===== config.mk =====
export PLATFORM = sky130hd
export DESIGN_NAME = spi_master_slave_port
export DESIGN_NICKNAME = d
export VERILOG_FILES = /design/src/verilog/spi_port_pkg.sv /design/src/verilog/shift_rate_gen.sv /design/src/verilog/spi_master_slave_port.sv
export SDC_FILE = /design/constraint.sdc
export NUM_CORES = 1
export LEC_CHECK = 0
export ABC_AREA = 1
export BUFFER_PORTS_ARGS = -buffer_cell sky130_fd_sc_hd__clkbuf_2
export CAP_MARGIN = 10
export CORE_MARGIN = 2
export CORE_UTILIZATION = 54
export DETAILED_ROUTE_END_ITERATION = 12
export GPL_ROUTABILITY_DRIVEN = 0
export GPL_TIMING_DRIVEN = 0
export PLACE_DENSITY_LB_ADDON = 0.12
export SKIP_LAST_GASP = 1
export SYNTH_ARGS = -nofsm -noshare
export SYNTH_HDL_FRONTEND = slang
export SYNTH_HIERARCHICAL = 1
export SYNTH_SLANG_ARGS = --single-unit

===== constraint.sdc =====
create_clock -name pclk -period 2 [get_ports pclk]
set_clock_uncertainty 0.15 [all_clocks]
set_input_delay 0.3 -clock pclk [delete_from_list [all_inputs] [get_ports pclk]]
set_output_delay 0.3 -clock pclk [all_outputs]
set_load 0.02 [all_outputs]

===== src/verilog/spi_port_pkg.sv =====
// Purpose: Shared constants and types of the serial port
// Assumes: 32-bit APB, byte-wide registers in the low lanes
// Notes:   All offsets are byte addresses

package spi_port_pkg;

    // ------------------------------------------------------------
    // Register offsets
    // ------------------------------------------------------------
    localparam logic [7:0] OFS_MODE_CTRL   = 8'h00;
    localparam logic [7:0] OFS_SHIFT_DATA  = 8'h04;
    localparam logic [7:0] OFS_FORMAT_CTRL = 8'h08;
    localparam logic [7:0] OFS_IRQ_STATUS  = 8'h0c;
    localparam logic [7:0] OFS_IRQ_MASK    = 8'h10;

    // ------------------------------------------------------------
    // Reset values
    // ------------------------------------------------------------
    localparam logic [7:0] MODE_CTRL_RESET  = 8'he0;
    localparam logic [7:0] FORMAT_RESET     = 8'h00;
    localparam logic [7:0] SHIFT_DATA_RESET = 8'h00;
    localparam logic [2:0] IRQ_RESET        = 3'h0;

    // ------------------------------------------------------------
    // Field positions
    // ------------------------------------------------------------
    localparam int MC_MODE_LSB    = 5;
    localparam int MC_PCK_LSB     = 2;
    localparam int MC_ENABLE_BIT  = 1;
    localparam int MC_INCOMP_BIT  = 0;
    localparam int FC_SPARE_LSB   = 6;
    localparam int FC_POL_BIT     = 5;
    localparam int FC_EDGE_BIT    = 4;
    localparam int FC_ORDER_BIT   = 3;
    localparam int FC_SELECT_PIN_ENABLE_BIT    = 2;
    localparam int FC_WRITE_COLLISION_FLAG_BIT    = 1;
    localparam int FC_TRF_BIT     = 0;
    localparam int IRQ_TRF_BIT    = 0;
    localparam int IRQ_WRITE_COLLISION_FLAG_BIT   = 1;
    localparam int IRQ_INCOMP_BIT = 2;

    // ------------------------------------------------------------
    // Timing counts, in system clock cycles per half shift clock; index of the last shift clock edge
    // ------------------------------------------------------------
    localparam logic [5:0] HALF_DIV4  = 6'h02;
    localparam logic [5:0] HALF_DIV16 = 6'h08;
    localparam logic [5:0] HALF_DIV64 = 6'h20;
    localparam logic [3:0] LAST_EDGE  = 4'hf;

    typedef enum logic [2:0] {
        MODE_DIV4     = 3'b000,
        MODE_DIV16    = 3'b001,
        MODE_DIV64    = 3'b010,
        MODE_SUB      = 3'b011,
        MODE_TIMER    = 3'b100,
        MODE_SLAVE    = 3'b101,
        MODE_TWO_WIRE = 3'b110,
        MODE_UNUSED   = 3'b111
    } port_mode_t;

    typedef enum logic [1:0] {
        ST_IDLE  = 2'b00,
        ST_SHIFT = 2'b01
    } shift_state_t;

endpackage : spi_port_pkg


===== src/verilog/shift_rate_gen.sv =====
// Purpose: Half-period tick of the master shift clock
// Assumes: subsidiary clock is asynchronous, timer match is a pclk pulse
// Notes:   Counter restarts whenever run drops

`timescale 1ns/100ps

module shift_rate_gen (
    input  wire logic       pclk,
    input  wire logic       presetn,
    input  wire logic [2:0] mode,
    input  wire logic       run,
    input  wire logic       subsidiary_clock,
    input  wire logic       timer_period_match,
    output logic            tick
);

    logic [5:0] cnt_r;
    logic       sub_s1_r;
    logic       sub_s2_r;
    logic       sub_s3_r;
    logic       sub_f_r;
    logic       tick_r;

    wire [5:0] half_sel = (mode == spi_port_pkg::MODE_DIV4)  ? spi_port_pkg::HALF_DIV4  :
                          (mode == spi_port_pkg::MODE_DIV16) ? spi_port_pkg::HALF_DIV16 :
                                                               spi_port_pkg::HALF_DIV64;
    wire       div_mode = (mode == spi_port_pkg::MODE_DIV4) || (mode == spi_port_pkg::MODE_DIV16) ||
                          (mode == spi_port_pkg::MODE_DIV64);
    wire       wrap     = (cnt_r == half_sel - 6'h01);
    wire       sub_agree = (sub_s2_r == sub_s3_r);
    // Both edges of the slow clock make half periods, so the output follows it
    wire       sub_edge = sub_agree && (sub_s3_r != sub_f_r);
    wire       tick_nxt = run && ((div_mode && wrap) ||
                                  (mode == spi_port_pkg::MODE_SUB && sub_edge) ||
                                  (mode == spi_port_pkg::MODE_TIMER && timer_period_match));
    wire [5:0] cnt_nxt  = (run && div_mode && !wrap) ? cnt_r + 6'h01 : 6'h00;

    always_ff @(posedge pclk or negedge presetn)
    begin
        if (!presetn)
        begin
            cnt_r    <= 6'h00;
            sub_s1_r <= 1'b0;
            sub_s2_r <= 1'b0;
            sub_s3_r <= 1'b0;
            sub_f_r  <= 1'b0;
            tick_r   <= 1'b0;
        end
        else
        begin
            cnt_r    <= cnt_nxt;
            sub_s1_r <= subsidiary_clock;
            sub_s2_r <= sub_s1_r;
            sub_s3_r <= sub_s2_r;
            sub_f_r  <= sub_agree ? sub_s3_r : sub_f_r;
            tick_r   <= tick_nxt;
        end
    end

    assign tick = tick_r;

endmodule : shift_rate_gen


===== src/verilog/spi_master_slave_port.sv =====
// Purpose: Four-line full-duplex serial port, master or slave, on APB
// Assumes: pins are synchronised here; APB answers after one wait state
// Notes:   Two-wire mode and the clock prescaler output are not built

`timescale 1ns/100ps

// Functional notes
// - Modes 000/001/010 are master with shift clock pclk/4, /16, /64.
// - Mode 011 master on subsidiary clock; 100 master at half timer match rate.
// - Mode 101 is slave; no own clock, shifts on the external clock.
// - Enable low floats data, clock and select, and holds the port idle.
// - Enabling keeps control register contents; nothing reloads.
// - Slave select rising mid-transfer aborts and sets the incomplete flag.
// - Select-pin enable high uses the select pin; low leaves it floating.
// - Only the master starts transfers and drives the shift clock.
// - Each clock shifts one bit out and one bit in together.
// - One data register holds transmit data before and receive data after.
// - A single select output addresses one slave in master mode.
// - After reset mode reads 111, other mode register bits zero.
// - Hardware sets transfer-complete at each end except an abort; only software clears it.
// - Data write during a transfer is ignored and sets write-collision.
// - Polarity 0 idles high, 1 idles low; edge bit picks capture edge.
// - Bit order 1 shifts MSB first, 0 LSB first.
module spi_master_slave_port (
    input  wire logic        pclk,
    input  wire logic        presetn,
    input  wire logic        psel,
    input  wire logic        penable,
    input  wire logic        pwrite,
    input  wire logic [7:0]  paddr,
    input  wire logic [31:0] pwdata,
    output logic      [31:0] prdata,
    output logic             pready,
    output logic             pslverr,
    output logic             irq,
    input  wire logic        sck_in,
    output logic             sck_out,
    output logic             sck_oe,
    input  wire logic        sdi,
    output logic             sdo,
    output logic             sdo_oe,
    input  wire logic        ssel_n_in,
    output logic             ssel_n_out,
    output logic             ssel_n_oe,
    input  wire logic        subsidiary_clock,
    input  wire logic        timer_period_match
);

    // ------------------------------------------------------------
    // Registers
    // ------------------------------------------------------------
    logic [2:0]  mode_r;
    logic [2:0]  pck_r;
    logic        enable_r;
    logic        incomp_r;
    logic [7:0]  data_r;
    logic [1:0]  spare_r;
    logic        pol_r;
    logic        edge_r;
    logic        order_r;
    logic        select_pin_enable_r;
    logic        write_collision_flag_r;
    logic        trf_r;
    logic [2:0]  irq_status_r;
    logic [2:0]  irq_mask_r;
    logic        irq_r;
    logic        pready_r;
    logic        pslverr_r;
    logic [31:0] prdata_r;
    spi_port_pkg::shift_state_t state_r;
    logic [3:0]  edge_cnt_r;
    logic        rx_bit_r;
    logic        sck_r;
    logic        sck_oe_r;
    logic        sdo_r;
    logic        sdo_oe_r;
    logic        ssel_n_r;
    logic        ssel_oe_r;
    logic        sck_f_d_r;
    logic        rate_tick;
    wire  [2:0]  pin_f;

    // ------------------------------------------------------------
    // Pin synchronisers: three stages, level taken once stages agree
    // ------------------------------------------------------------
    wire [2:0] pin_raw = {ssel_n_in, sck_in, sdi};

    genvar gi;
    generate
        for (gi = 0; gi < 3; gi = gi + 1)
        begin : g_sync
            logic s1_r;
            logic s2_r;
            logic s3_r;
            logic f_r;
            always_ff @(posedge pclk or negedge presetn)
            begin
                if (!presetn)
                begin
                    s1_r <= 1'b1;
                    s2_r <= 1'b1;
                    s3_r <= 1'b1;
                    f_r  <= 1'b1;
                end
                else
                begin
                    s1_r <= pin_raw[gi];
                    s2_r <= s1_r;
                    s3_r <= s2_r;
                    f_r  <= (s2_r == s3_r) ? s3_r : f_r;
                end
            end
            assign pin_f[gi] = f_r;
        end
    endgenerate

    wire sdi_f  = pin_f[0];
    wire sck_f  = pin_f[1];
    wire ssel_f = pin_f[2];

    // ------------------------------------------------------------
    // APB decode
    // ------------------------------------------------------------
    wire access    = psel && penable && pready_r;
    wire wr        = access && pwrite;
    wire rd        = access && !pwrite;
    wire hit_mode  = (paddr == spi_port_pkg::OFS_MODE_CTRL);
    wire hit_data  = (paddr == spi_port_pkg::OFS_SHIFT_DATA);
    wire hit_fmt   = (paddr == spi_port_pkg::OFS_FORMAT_CTRL);
    wire hit_stat  = (paddr == spi_port_pkg::OFS_IRQ_STATUS);
    wire hit_mask  = (paddr == spi_port_pkg::OFS_IRQ_MASK);
    wire mapped    = hit_mode || hit_data || hit_fmt || hit_stat || hit_mask;
    wire wr_mode   = wr && hit_mode;
    wire wr_data   = wr && hit_data;
    wire wr_fmt    = wr && hit_fmt;
    wire rd_stat   = rd && hit_stat;

    wire [7:0] mode_rd = {mode_r, pck_r, enable_r, incomp_r};
    wire [7:0] fmt_rd  = {spare_r, pol_r, edge_r, order_r, select_pin_enable_r, write_collision_flag_r, trf_r};
    wire [7:0] rd_byte = hit_mode ? mode_rd :
                         hit_data ? data_r :
                         hit_fmt  ? fmt_rd :
                         hit_stat ? {5'h00, irq_status_r} :
                         hit_mask ? {5'h00, irq_mask_r} : 8'h00;

    // ------------------------------------------------------------
    // Role and transfer decode
    // ------------------------------------------------------------
    // Two-wire and unused codes leave the port fully idle
    wire is_master = enable_r && (mode_r <= spi_port_pkg::MODE_TIMER);
    wire is_slave  = enable_r && (mode_r == spi_port_pkg::MODE_SLAVE);
    wire busy      = (state_r == spi_port_pkg::ST_SHIFT);
    wire selected  = !select_pin_enable_r || !ssel_f;
    wire slave_edge = (sck_f != sck_f_d_r);
    // Slave moves only on edges of the external clock
    wire step      = is_master ? (busy && rate_tick) : (is_slave && selected && slave_edge);
    wire leading   = !edge_cnt_r[0];
    wire last      = step && (edge_cnt_r == spi_port_pkg::LAST_EDGE);
    wire capture   = step && (leading == edge_r);
    // Launch edge is the opposite one; late-capture mode shifts on the last capture
    wire shift_en  = step && ((edge_r && !leading) ||
                              (!edge_r && leading && (edge_cnt_r != 4'h0)) ||
                              (!edge_r && last));
    wire in_bit    = (!edge_r && last) ? sdi_f : rx_bit_r;
    wire abort     = is_slave && busy && select_pin_enable_r && ssel_f;
    wire collide   = wr_data && busy;
    wire start_m   = wr_data && !busy && is_master;
    wire done      = last && !abort;

    wire [7:0] data_shifted = order_r ? {data_r[6:0], in_bit} : {in_bit, data_r[7:1]};
    wire [7:0] data_nxt = (wr_data && !busy) ? pwdata[7:0] :
                          shift_en ? data_shifted : data_r;

    wire stop      = abort || last || !(is_master || is_slave);
    wire go        = start_m || (is_slave && step && !busy);
    spi_port_pkg::shift_state_t state_nxt;
    assign state_nxt = stop ? spi_port_pkg::ST_IDLE :
                       go   ? spi_port_pkg::ST_SHIFT : state_r;
    wire [3:0] cnt_nxt = (stop || start_m) ? 4'h0 :
                         step ? edge_cnt_r + 4'h1 : edge_cnt_r;
    wire       busy_nxt = (state_nxt == spi_port_pkg::ST_SHIFT);
    // Idle level: polarity 0 idles high
    wire sck_nxt   = (is_master && busy && !last) ? (sck_r ^ rate_tick) : !pol_r;

    // ------------------------------------------------------------
    // Flags: hardware set wins over a software clear
    // ------------------------------------------------------------
    wire trf_nxt    = done || (trf_r && !(wr_fmt && !pwdata[spi_port_pkg::FC_TRF_BIT]));
    wire write_collision_flag_nxt   = collide || (write_collision_flag_r && !(wr_fmt && !pwdata[spi_port_pkg::FC_WRITE_COLLISION_FLAG_BIT]));
    wire incomp_nxt = abort || (incomp_r && !(wr_mode && !pwdata[spi_port_pkg::MC_INCOMP_BIT]));
    wire [2:0] events = {abort, collide, done};
    wire [2:0] irq_status_nxt = events | (irq_status_r & ~{3{rd_stat}});
    wire [2:0] irq_mask_nxt   = (wr && hit_mask) ? pwdata[2:0] : irq_mask_r;

    // ------------------------------------------------------------
    // Control registers
    // ------------------------------------------------------------
    // Enable toggling never touches the other fields
    always_ff @(posedge pclk or negedge presetn)
    begin
        if (!presetn)
        begin
            {mode_r, pck_r, enable_r} <= spi_port_pkg::MODE_CTRL_RESET[7:1];
            incomp_r <= spi_port_pkg::MODE_CTRL_RESET[0];
            {spare_r, pol_r, edge_r, order_r, select_pin_enable_r} <= spi_port_pkg::FORMAT_RESET[7:2];
            write_collision_flag_r   <= spi_port_pkg::FORMAT_RESET[1];
            trf_r    <= spi_port_pkg::FORMAT_RESET[0];
        end
        else
        begin
            if (wr_mode)
            begin
                {mode_r, pck_r, enable_r} <= pwdata[7:1];
            end
            if (wr_fmt)
            begin
                {spare_r, pol_r, edge_r, order_r, select_pin_enable_r} <= pwdata[7:2];
            end
            incomp_r <= incomp_nxt;
            write_collision_flag_r   <= write_collision_flag_nxt;
            trf_r    <= trf_nxt;
        end
    end

    // ------------------------------------------------------------
    // Shift engine
    // ------------------------------------------------------------
    always_ff @(posedge pclk or negedge presetn)
    begin
        if (!presetn)
        begin
            data_r     <= spi_port_pkg::SHIFT_DATA_RESET;
            state_r    <= spi_port_pkg::ST_IDLE;
            edge_cnt_r <= 4'h0;
            rx_bit_r   <= 1'b0;
            sck_f_d_r  <= 1'b1;
        end
        else
        begin
            data_r     <= data_nxt;
            state_r    <= state_nxt;
            edge_cnt_r <= cnt_nxt;
            rx_bit_r   <= capture ? sdi_f : rx_bit_r;
            sck_f_d_r  <= sck_f;
        end
    end

    // ------------------------------------------------------------
    // Pin drivers
    // ------------------------------------------------------------
    always_ff @(posedge pclk or negedge presetn)
    begin
        if (!presetn)
        begin
            sck_r     <= 1'b1;
            sck_oe_r  <= 1'b0;
            sdo_r     <= 1'b0;
            sdo_oe_r  <= 1'b0;
            ssel_n_r  <= 1'b1;
            ssel_oe_r <= 1'b0;
        end
        else
        begin
            sck_r     <= sck_nxt;
            sck_oe_r  <= is_master;
            sdo_r     <= order_r ? data_nxt[7] : data_nxt[0];
            sdo_oe_r  <= is_master || (is_slave && selected);
            ssel_n_r  <= !(is_master && busy_nxt);
            ssel_oe_r <= is_master && select_pin_enable_r;
        end
    end

    // ------------------------------------------------------------
    // APB answer and interrupt
    // ------------------------------------------------------------
    always_ff @(posedge pclk or negedge presetn)
    begin
        if (!presetn)
        begin
            pready_r     <= 1'b0;
            pslverr_r    <= 1'b0;
            prdata_r     <= 32'h0000_0000;
            irq_status_r <= spi_port_pkg::IRQ_RESET;
            irq_mask_r   <= spi_port_pkg::IRQ_RESET;
            irq_r        <= 1'b0;
        end
        else
        begin
            pready_r     <= psel && penable && !pready_r;
            pslverr_r    <= psel && penable && !pready_r && !mapped;
            prdata_r     <= (psel && penable && !pready_r && !pwrite) ? {24'h00_0000, rd_byte} : 32'h0000_0000;
            irq_status_r <= irq_status_nxt;
            irq_mask_r   <= irq_mask_nxt;
            irq_r        <= |(irq_status_nxt & irq_mask_nxt);
        end
    end

    shift_rate_gen u_rate (
        .pclk               (pclk),
        .presetn            (presetn),
        .mode               (mode_r),
        .run                (is_master && busy),
        .subsidiary_clock   (subsidiary_clock),
        .timer_period_match (timer_period_match),
        .tick               (rate_tick)
    );

    assign prdata     = prdata_r;
    assign pready     = pready_r;
    assign pslverr    = pslverr_r;
    assign irq        = irq_r;
    assign sck_out    = sck_r;
    assign sck_oe     = sck_oe_r;
    assign sdo        = sdo_r;
    assign sdo_oe     = sdo_oe_r;
    assign ssel_n_out = ssel_n_r;
    assign ssel_n_oe  = ssel_oe_r;
endmodule : spi_master_slave_port


Yosys cells after proc, flatten, opt, wreduce, memory -nomap -nowiden
Cells that the tools add are included.
Operators by class
  multiplexer cells: 21
  multipliers: 0
  reduce and logical (&&, ||, !) cells: 95
  shift operators: 0
  equal/unequal tests: 20
  bitwise operators: 5
  $add $sub $neg: 3
  $lt $le $gt $ge: 1
  div/mod/pow operators: 0
Operators by type and width (count)
  2-to-1 mux 8 bit: 7
  logical AND 1 bit: 50
  logical OR 1 bit: 20
  logical NOT 1 bit: 19
  2-to-1 mux 6 bit: 3
  == test 8 x 4 -> 1 bit, second input constant: 2
  2-to-1 mux 3 bit: 3
  == test 8 x 3 -> 1 bit, second input constant: 1
  == test 8 x 5 -> 1 bit, second input constant: 1
  logical NOT 8 bit: 1
  2-to-1 mux 4 bit: 2
  adder 6 x 1 -> 6 bit, second input constant: 1
  AND 3 bit: 2
  == test 3 x 2 -> 1 bit, second input constant: 2
  == test 3 bit, second input constant: 2
  == test 6 bit: 1
  subtractor 6 x 1 -> 6 bit, second input constant: 1
  == test 1 bit: 5
  adder 4 x 1 -> 4 bit, second input constant: 1
  == test 2 x 1 -> 1 bit, second input constant: 2
  == test 4 bit, second input constant: 1
  2-to-1 mux 1 bit: 4
  2-to-1 mux 2 bit: 2
  nonzero test 2 bit: 2
  other kinds (9): 10
Storage, ports and cells
  logic and storage cells: 192
  register bits after elaboration: 78
  memories: 0
  bits of input ports: 50
  memory bits (read-only): 0
  latch bits: 0
  RAM bits: 0
  output and inout port bits: 41

Depth between registers and ports, before layout
Gate-level depths: netlist of run 1.
  word-level depth: 13
  gate-level depth with buffers: 13

Hierarchy
Netlist of run 1, hierarchy kept.
By module, submodules not included
  spi_master_slave_port: times used 1, cells an instance 366, area an instance 3353.2 µm², sequential area each 1699.1 µm²
  shift_rate_gen: times used 1, cells an instance 70, area an instance 559.3 µm², sequential area each 275.3 µm²

Worst setup path before layout of run 1
Ideal clock, no wire load.
  path type: register -> register
  start: register mode_r[0]
  end: register data_r[6]
  required time: 1.730 ns
  period minus slack after synthesis: 1.796 ns
  cell stages (with the launch flop): 12
  arrival time: 1.526 ns
  slack: 0.204 ns
  cell sequence: dfstp_2 > nand2_2 > inv_2 > nor2_4 > nand2_4 > nand2_8 > nand2_2 > nand2_4 > nor2_1 > nand2_1 > o211ai_1 > inv_1
RTL lines
  start: declaration: line spi_master_slave_port.sv:52  | logic [2:0] mode_r;
  start signal: assignment: line spi_master_slave_port.sv:203  | {mode_r, pck_r, enable_r} <= spi_port_pkg::MODE_CTRL_RESET[7:1];
  start signal: assignment: line spi_master_slave_port.sv:213  | {mode_r, pck_r, enable_r} <= pwdata[7:1];
  <= comparator 3 bit *: line spi_master_slave_port.sv:150  | wire is_master = enable_r && (mode_r <= spi_port_pkg::MODE_TIMER);
  logical AND 1 bit *: line spi_master_slave_port.sv:150
  net is_master: line spi_master_slave_port.sv:150
  2-to-1 mux 1 bit *: line spi_master_slave_port.sv:156  | wire step = is_master ? (busy && rate_tick) : (is_slave && selected && slave_edge);
  logical AND 1 bit: line spi_master_slave_port.sv:158  | wire last = step && (edge_cnt_r == spi_port_pkg::LAST_EDGE);
  logical AND 1 bit: line spi_master_slave_port.sv:163  | (!edge_r && last));
  logical OR 1 bit: line spi_master_slave_port.sv:162  | (!edge_r && leading && (edge_cnt_r != 4'h0)) ||
  logical AND 1 bit *: line spi_master_slave_port.sv:161  | wire shift_en = step && ((edge_r && !leading) ||
  nonzero test 2 bit (no source line) *
  end signal: assignment: line spi_master_slave_port.sv:232  | data_r <= spi_port_pkg::SHIFT_DATA_RESET;
  end signal: assignment: line spi_master_slave_port.sv:240  | data_r <= data_nxt;
  end: declaration: line spi_master_slave_port.sv:56  | logic [7:0] data_r;
Mark *: on every way through the listed nets, which the timed path passes. The rest lies on a longest branch.
A chain may end at the register's enable or synchronous reset.

Final worst setup path of run 1
  start: register mode_r[2]
  end: register sdo_r (netlist: sdo)
Between the ends
  word-level cells in the longest chain between the ends: 12
RTL lines
  parallel branches: the longest is 4 deep, another holds <= comparator 3 bit
  2-to-1 mux 1 bit *: line spi_master_slave_port.sv:156
  logical AND 1 bit: line spi_master_slave_port.sv:158
  logical AND 1 bit: line spi_master_slave_port.sv:163, spi_master_slave_port.sv:164
  2-to-1 mux 1 bit or logical OR 1 bit (tied branches): line spi_master_slave_port.sv:164, spi_master_slave_port.sv:162
  2-to-1 mux 8 bit or logical AND 1 bit (tied branches): line spi_master_slave_port.sv:170, spi_master_slave_port.sv:161
  2-to-1 mux 8 bit *: line spi_master_slave_port.sv:172  | shift_en ? data_shifted : data_r;
  2-to-1 mux 8 bit *: line spi_master_slave_port.sv:171  | wire [7:0] data_nxt = (wr_data && !busy) ? pwdata[7:0] :
  net data_nxt[0]: line spi_master_slave_port.sv:171
  2-to-1 mux 1 bit *: line spi_master_slave_port.sv:266  | sdo_r <= order_r ? data_nxt[7] : data_nxt[0];
  end signal: assignment: line spi_master_slave_port.sv:266
  end: declaration: line spi_master_slave_port.sv:75  | logic sdo_r;
Mark *: on every way through the listed nets, which the timed path passes. The select of a mux whose other input is x is not followed.

==> flow_summary.ini, run 1 <==
[critical_path]
critPathKind = flip-flop to flip-flop
cp-start-kind = flip-flop
cp.arrival_ns = 2.05
path_max_fanout = 7
critPathCaptureType = flip-flop
required_ns = 2.15

[synthesis]
yosys_warnings = 6
ys_ff_latch = 78
ys_seq_area_share_pct = 50.5
syn_area_sq_um = 3910
ys_types = 41
synth_edf_count = 0
synthArstFlopShare_pct = 100
ys.flop_type = dfrtp_1
avgSynthCellArea_sq_um = 8.97
syn_inst = 436

[pwr]
swShare_pct = 22.5
power.leakage_nw = 2.34
pwr-share-seq_pct = 52.1
p_sw_w = 0.000706
p_per_area_nw_per_um2 = 669
clock_power_share_pct = 41.2
p_comb_share_pct = 6.7
internal_power_w = 0.00243
vdd_drop_max_uv = 594

[placement]
place_hpwl_mm = 5.71
port_buffers = 42
placed_area_sq_um = 4360
dp.cells = 601

[cells_and_area]
final_cell_mix = nand2_1, dfrtp_1, inv_1
antenna_cells = 0
regArea_sq_um = 1970
layout_commonest_cell = nand2_1
area_growth_pct = 19.8
fill_cells = 637
finalNonFillerCells = 629
final_nets = 580
multi_input_area_sq_um = 1600
postLayoutCellArea_sq_um = 4690
drive_above_1_share_pct = 29.6

[outcome]
status = finished clean

[sta]
fin_setup_tns_ns = 0
rsz0062_at_grt = no
relSlewSlack_pct = 51.4
setup_viol = 0
hold_viol = 0
final_max_slew_viol_count = 0
worst_pin_slew_ns = 0.724
period_share_pct = 94.9
fin_crit_ns = 1.90
clock.fmax_ghz = 0.527

[floorplanning]
core_area_sq_um = 7140
die_w_um = 89.1
start_util_pct = 54.8
num_rows = 31
dieArea_sq_um = 7940
ios = 91
die_h_um = 89.1

[clock_tree]
clk_pin_slew_ns = 0.08
cts_tree = done
clock_latency_ns = 0.36
clockBufferDepth = 2
h-tree-depth = 3
numCtsBuffers = 9
clock-sinks = 78
root_buffer = clkbuf_8

[routing]
wl_met3_um = 375
avgViaCountPerCell = 4.84
wl_met2_mm = 3.84
met1_length_mm = 3.54
wl_per_cell_um = 12.5
dr.first_iter.drc_count = 185
vias = 3046
routed_wl_mm = 7.86
dr.pass1.iters = 4
drc = 0
drtAntennaViolNets = 0
top_layer = met4

[global_route]
grt_pass1_wl_mm = 12.9
grt.total_usage_pct = 21.6
antenna_found_initial = 0
grt_max_degree = 44
grt_overflow_total = 0
grt_pass1_vias = 2801

[job]
maxCapViolCount = 0

[hold_path]
hp-class = input pin to flip-flop
## registers in the layout (all words and copies together), names as in the netlist, 2 cells and up
signal / cells
data_r: 8
prdata: 8
u_rate/cnt_r: 6
edge_cnt_r: 4
g_sync.f_r: 3
g_sync.s1_r: 3
g_sync.s2_r: 3
g_sync.s3_r: 3
irq_mask_r: 3
irq_status_r: 3
mode_r: 3
pck_r: 3
spare_r: 2
state_r: 2
## cells in the mapped netlist (2+ instances only)
master	count	area (sq um)
o21ai_2	6	52.6
nor2_4	5	56.3
nand3_4	3	52.6
xor2_1	2	17.5
or2_2	2	12.5
nand2_4	3	33.8
o21ai_0	26	130
buf_2	2	10.0
maj3_1	3	30.0
xnor2_1	3	26.3
o211ai_1	4	30.0
nand2_1	97	364
nand2_2	12	75.1
nor3_1	2	10.0
nor2_2	3	18.8
a31oi_1	2	12.5
ha_1	5	62.6
o221ai_1	5	43.8
buf_4	25	188
nand3_1	18	90.1
a21oi_1	15	75.1
a221oi_1	2	17.5
dfstp_2	18	473
inv_1	55	206
inv_2	2	7.51
nand3_2	2	20.0
nand4_1	11	68.8
dfrtp_1	60	1500
nor2_1	30	113
clkbuf_1	2	7.51
## worst max-delay path: stages, from the launching register on
cell and delay [ns]:
dfstp_2 0.58, nand2_2 0.09, nor2_4 0.12, nand3_4 0.11
nand2_8 0.12, nand2_2 0.10, nand2_4 0.12, nand2_4 0.09
nor2_1 0.11, nand2_1 0.07, nand2_2 0.06, nand2_1 0.05
nand2_1 0.06
## worst paths after layout
check,to,start,depth (start not counted),slack (ns)
max,sdo,mode_r[2],12,0.10
min,pready,penable,3,0.02
max reg2reg,sdo,mode_r[2],12,0.10
min reg2reg,g_sync[2].s2_r,g_sync[2].s1_r,0,0.21
max in group asynchronous,sck_out,presetn,3,0.73
min in group asynchronous,pready,presetn,2,0.32
## logic make-up after synthesis
group           Yosys count  share of synthesized area [%]
fa+ha+maj                 8                           2.37
buf+inv                  88                           11.2
flops                    78                           50.5
compound gates           62                           9.72
mux                       2                          0.544
simple gates            192                           24.5
xor+xnor                  5                           1.12
other cells               1                         0.0958
## power groups by stage
stage               clock network (W)  logic, W  registers [W]
finish                        0.00129  0.000210        0.00164
global route                  0.00139  0.000238        0.00164
CTS                           0.00132  0.000212        0.00164
detailed placement                  0  0.000203        0.00166
global placement                    0  0.000195        0.00166
floorplan                           0  0.000121        0.00166
## repair_timing
action                     in CTS  in global routing
hold endpoints to repair       36                  0
setup endpoints to repair       6                 10
buffers inserted                1                  6
resized for setup               1                  4
hold buffers                    5                  0
pin swaps                       0                  2
## layer usage
layer | vias up | global-route usage, %
li1 | 1534 | -
met5 | - | 0
met2 | 74 | 34.8
met3 | 10 | 6.19
met4 | 0 | 8.14
met1 | 1428 | 27.8
## final cells by class
class	count	share of cell area (%)
Timing Repair Buffer	55	7.15
Sequential cell	78	42.1
Clock inverter	4	1.49
Clock buffer	12	3.10
Buffer	30	4.62
Multi-Input combinational cell	293	34.1
Tap cell	99	2.64
Inverter	58	4.75
## per-stage QoR
step                      util [%]  setup slack, ns  total power (W)  hold slack, ns
after floorplan                  -            0.204          0.00179          -0.146
after global placement        60.7           -0.219          0.00186           0.186
after detailed placement      61.0           -0.108          0.00187           0.179
after CTS                     64.9           0.0113          0.00316          0.0146
after global routing          65.7         0.000145          0.00326          0.0194
final                         65.7            0.103          0.00314          0.0227
Power figures use the tool's default switching activity.
==> run 2, diff against run 1 <==
--- a/config.mk
+++ b/config.mk
@@ -8,8 +8,10 @@
 export ABC_AREA = 1
 export BUFFER_PORTS_ARGS = -buffer_cell sky130_fd_sc_hd__clkbuf_2
 export CAP_MARGIN = 10
+export CELL_PAD_IN_SITES_DETAIL_PLACEMENT = 1
+export CELL_PAD_IN_SITES_GLOBAL_PLACEMENT = 2
 export CORE_MARGIN = 2
-export CORE_UTILIZATION = 54
+export CORE_UTILIZATION = 32
 export DETAILED_ROUTE_END_ITERATION = 12
 export GPL_ROUTABILITY_DRIVEN = 0
 export GPL_TIMING_DRIVEN = 0
==> flow_summary.ini, run 2 (synthesized netlist as in run 1, its figures left out) <==
[critical_path]
path_cells = nand2_4 -> nor2_4 -> nand3_4 -> nand2_8 -> nand3_4 -> nand2_4 -> buf_4 -> nand4_1 -> o211ai_1 -> inv_1
cp-start-kind = flip-flop
required_ns = 2.08
critPathCaptureType = flip-flop
path_max_fanout = 8
slowest_delay_ns = 0.59
critPathKind = flip-flop to flip-flop
cp.arrival_ns = 2.04
cp_slowest_cell = dfstp_2

[clock_tree]
numCtsBuffers = 9
root_buffer = clkbuf_16
clk_pin_slew_ns = 0.06
h-tree-depth = 3
clock-sinks = 78
clock_latency_ns = 0.35
cts_tree = done
clockBufferDepth = 2

[sta]
worst_pin_slew_ns = 0.558
final_max_slew_viol_count = 0
rsz0062_at_grt = yes
period_share_pct = 97.8
relSlewSlack_pct = 62.8
fin_crit_ns = 1.96
clock.fmax_ghz = 0.511
hold_viol = 0
setup_viol = 0

[routing]
drtAntennaViolNets = 0
wl_per_cell_um = 14.6
vias = 3077
drc = 0
dr.first_iter.drc_count = 83
dr.pass1.iters = 4
avgViaCountPerCell = 4.53
routed_wl_mm = 9.90

[global_route]
antenna_found_initial = 0
grt.total_usage_pct = 16.3
grt_overflow_total = 0
grt_max_degree = 41
grt_pass1_wl_mm = 16.2
grt_pass1_vias = 3153

[floorplanning]
die_h_um = 115
ios = 91
dieArea_sq_um = 13100
core_area_sq_um = 12000
start_util_pct = 32.7
num_rows = 40
die_w_um = 115

[hold_path]
hp-class = input pin to flip-flop

[pwr]
power.leakage_nw = 2.42
vdd_drop_max_uv = 433
p_per_area_nw_per_um2 = 742
finalPower_w = 0.00365

[cells_and_area]
area_growth_pct = 25.7
postLayoutCellArea_sq_um = 4920
drive_above_1_share_pct = 31.4
final_cell_mix = nand2_1, dfrtp_1, inv_1
layout_commonest_cell = nand2_1
final_nets = 582
antenna_cells = 0
final_util_pct = 41.1

[placement]
placed_area_sq_um = 4420
port_buffers = 42
place_hpwl_mm = 7.40

[outcome]
status = finished clean

[job]
maxCapViolCount = 0
==> run 2: changes by cell type in the layout (fill, tap and decap cells not counted), sizes merged <==
cell	before	now
clkbuf	56	54
clkinv	2	0
clkinvlp	0	2
buf	36	38
inv	58	60
==> run 2: worst paths after layout <==
path / from / end / slack (ns) / depth (start not counted)
max: mode_r[2] / data_r[6] / 0.04 / 10
max in group asynchronous: presetn / g_sync[0].s2_r / 0.67 / 3
min reg2reg: u_rate/sub_s1_r / u_rate/sub_s2_r / 0.20 / 0
min: penable / pready / 0.04 / 3
max reg2reg: mode_r[2] / data_r[6] / 0.04 / 10
min in group asynchronous: presetn / u_rate/cnt_r[0] / 0.35 / 2
==> run 2: area by class of cell <==
class | instances | area (sq um)
Inverter | 58 | 223
Fill cell | 1404 | 7040
Sequential cell | 78 | 1970
Multi-Input combinational cell | 293 | 1650
Buffer | 30 | 216
Clock inverter | 6 | 92.6
Clock buffer | 10 | 229
Tap cell | 147 | 184
Timing Repair Buffer | 57 | 350
==> run 2: critical path: cells and delay by family (launching register included) <==
kind / cells / cell delay [ns]
AND/OR/NAND/NOR: 7 / 0.81
flip-flops: 1 / 0.59
buffers and inverters: 2 / 0.18
AO/OA/AOI/OAI: 1 / 0.11
==> run 2: power breakdown <==
part           internal [W]  total (W)  switching [W]  leakage [nW]
logic             0.0000802   0.000218       0.000138          1.28
registers           0.00162    0.00164      0.0000183         0.985
clock network       0.00110    0.00179       0.000689         0.150
total               0.00280    0.00365       0.000846          2.42
==> run 2: routing by layer <==
metal	GRT usage (%)	wire [um]	up-vias
met5	0	0	-
met4	5.61	145	0
met3	4.50	350	10
met2	25.3	4610	55
met1	21.9	4790	1474
li1	-	-	1538
==> run 2: through the flow <==
step / std cells / setup WS [ns] / hold WS (ns) / setup TNS, ns
final: 679 / 0.0441 / 0.0444 / 0
after global placement: 648 / -0.336 / 0.185 / -22.29
after CTS: 671 / -0.0271 / 0.0408 / -0.0271
after floorplan: 459 / 0.204 / -0.146 / 0
after detailed placement: 649 / -0.227 / 0.193 / -2.69
after global routing: 679 / -0.0409 / 0.0653 / -0.132
==> run 2: what timing repair did <==
| action | CTS | global route |
|---|---|---|
| pin swaps | 0 | 7 |
| setup endpoints to repair | 7 | 24 |
| gates cloned | 0 | 0 |
| gates resized for setup | 1 | 16 |
| hold buffers | 5 | 0 |
| endpoints found under the hold margin | 32 | 0 |
| buffers inserted | 1 | 8 |
==> run 3, diff against run 2 <==
--- a/config.mk
+++ b/config.mk
@@ -10,6 +10,7 @@
 export CAP_MARGIN = 10
 export CELL_PAD_IN_SITES_DETAIL_PLACEMENT = 1
 export CELL_PAD_IN_SITES_GLOBAL_PLACEMENT = 2
+export CORE_ASPECT_RATIO = 1.4
 export CORE_MARGIN = 2
 export CORE_UTILIZATION = 32
 export DETAILED_ROUTE_END_ITERATION = 12
@@ -21,3 +22,4 @@
 export SYNTH_HDL_FRONTEND = slang
 export SYNTH_HIERARCHICAL = 1
 export SYNTH_SLANG_ARGS = --single-unit
+export TNS_END_PERCENT = 50
==> flow_summary.ini, run 3 (synthesized netlist as in run 1, its figures left out) <==
[floorplanning]
die_w_um = 97.5
start_util_pct = 32.9
core_area_sq_um = 11900
dieArea_sq_um = 13100
die_h_um = 135
num_rows = 47
ios = 91

[routing]
avgViaCountPerCell = 4.54
drtAntennaViolNets = 0
vias = 3092
routed_wl_mm = 10.2
dr.first_iter.drc_count = 91
dr.pass1.iters = 4
drc = 0
wl_per_cell_um = 15.0

[placement]
place_hpwl_mm = 7.68
port_buffers = 42

[clock_tree]
root_buffer = clkbuf_16
cts_tree = done
clock_latency_ns = 0.34
numCtsBuffers = 9
clk_pin_slew_ns = 0.06
h-tree-depth = 3
clockBufferDepth = 2
clock-sinks = 78

[global_route]
grt_pass1_wl_mm = 16.7
grt_overflow_total = 0
grt_pass1_vias = 3296
grt_max_degree = 46
grt.total_usage_pct = 16.5
antenna_found_initial = 0

[cells_and_area]
drive_above_1_share_pct = 30.3
final_nets = 584
fill_cells = 1420
layout_commonest_cell = nand2_1
final_cell_mix = nand2_1, dfrtp_1, inv_1
area_growth_pct = 24.9
antenna_cells = 0

[sta]
period_share_pct = 96.9
rsz0062_at_grt = yes
final_max_slew_viol_count = 0
fin_crit_ns = 1.94
clock.fmax_ghz = 0.516
finalHoldWorstSlack_ns = 0.0417
setup_viol = 0
worst_pin_slew_ns = 0.787
hold_viol = 0
relSlewSlack_pct = 47.2
fin_setup_tns_ns = 0

[critical_path]
cp-start-kind = flip-flop
cp.arrival_ns = 2.07
reg2reg_depth = 12
required_ns = 2.13
rrSetupSlack_ns = 0.06
critPathKind = flip-flop to flip-flop
crit_start = mode_r[2]
reg2reg_to = sdo
endpoint = sdo
r2r_start = mode_r[2]
critPathCaptureType = flip-flop
path_max_fanout = 7

[pwr]
p_per_area_nw_per_um2 = 735
power.leakage_nw = 2.41
vdd_drop_max_uv = 404

[outcome]
status = finished clean

[hold_path]
hp-class = input pin to flip-flop
min_delay_path_depth = 3

[job]
maxCapViolCount = 0
-- run 3: repair_timing --
| item | in CTS | in global routing |
|---|---|---|
| pin swaps | 1 | 2 |
| hold endpoints to repair | 33 | 0 |
| buffers inserted | 1 | 10 |
| resized for setup | 2 | 2 |
| cloned | 0 | 0 |
| hold buffers | 5 | 0 |
| setup endpoints to repair | 13 | 18 |
-- run 3: worst min-delay path by stage --
stage                    startpoint         endpoint  slack, ns
detailed placement          presetn           pready       0.19
floorplan                   presetn        data_r[0]      -0.15
CTS                         penable           pready       0.04
global placement    u_rate/sub_s1_r  u_rate/sub_s2_r       0.19
finish                      penable           pready       0.04
global route                penable           pready       0.06
-- run 3: power breakdown --
group          internal, W  total, W  switching [W]  leakage (nW)
combinational    0.0000825  0.000222       0.000140          1.27
sequential         0.00162   0.00164      0.0000184         0.985
clock              0.00105   0.00173       0.000687         0.150
-- run 3: layout make-up --
type,instances,area [sq um],area share (%)
buffer,30,216,4.43
clock buffer,10,250,5.12
clock inverter,6,67.6,1.38
inverter,58,223,4.56
multi-input combinational,293,1600,32.7
sequential,78,1970,40.4
tap,147,184,3.76
timing repair buffer,59,373,7.63
-- run 3: critical path, stage by stage (launching register included) --
cell and delay [ns]:
dfstp_2 0.58, nand2_2 0.09, nor2_4 0.16, nand3_4 0.14, nand2_8 0.13, nand3_4 0.09, nand2_4 0.11, nand2_4 0.09
nor2_1 0.10, nand2_1 0.07, nand2_2 0.06, nand2_1 0.04, nand2_1 0.06
-- run 3: through the flow --
stage / cell area [sq um] / util [%] / instances / total power (W) / worst slack, ns
3_5_place_dp: 4420 / 37.2 / 649 / 0.00188 / -0.168
3_3_place_gp: 4390 / 37.0 / 648 / 0.00187 / -0.372
2_1_floorplan: 4000 / - / 459 / 0.00179 / 0.204
5_1_grt: 4890 / 41.2 / 681 / 0.00375 / -0.0465
4_1_cts: 4810 / 40.5 / 671 / 0.00365 / -0.0312
6_report: 4890 / 41.2 / 681 / 0.00359 / 0.0617
-- run 3: metal layers --
metal	track usage (%)	vias to the layer above	wire length (um)
met5	0	-	0
met4	6.94	0	241
met3	3.05	16	258
met2	29.8	44	5360
met1	19.3	1488	4360
li1	-	1544	-
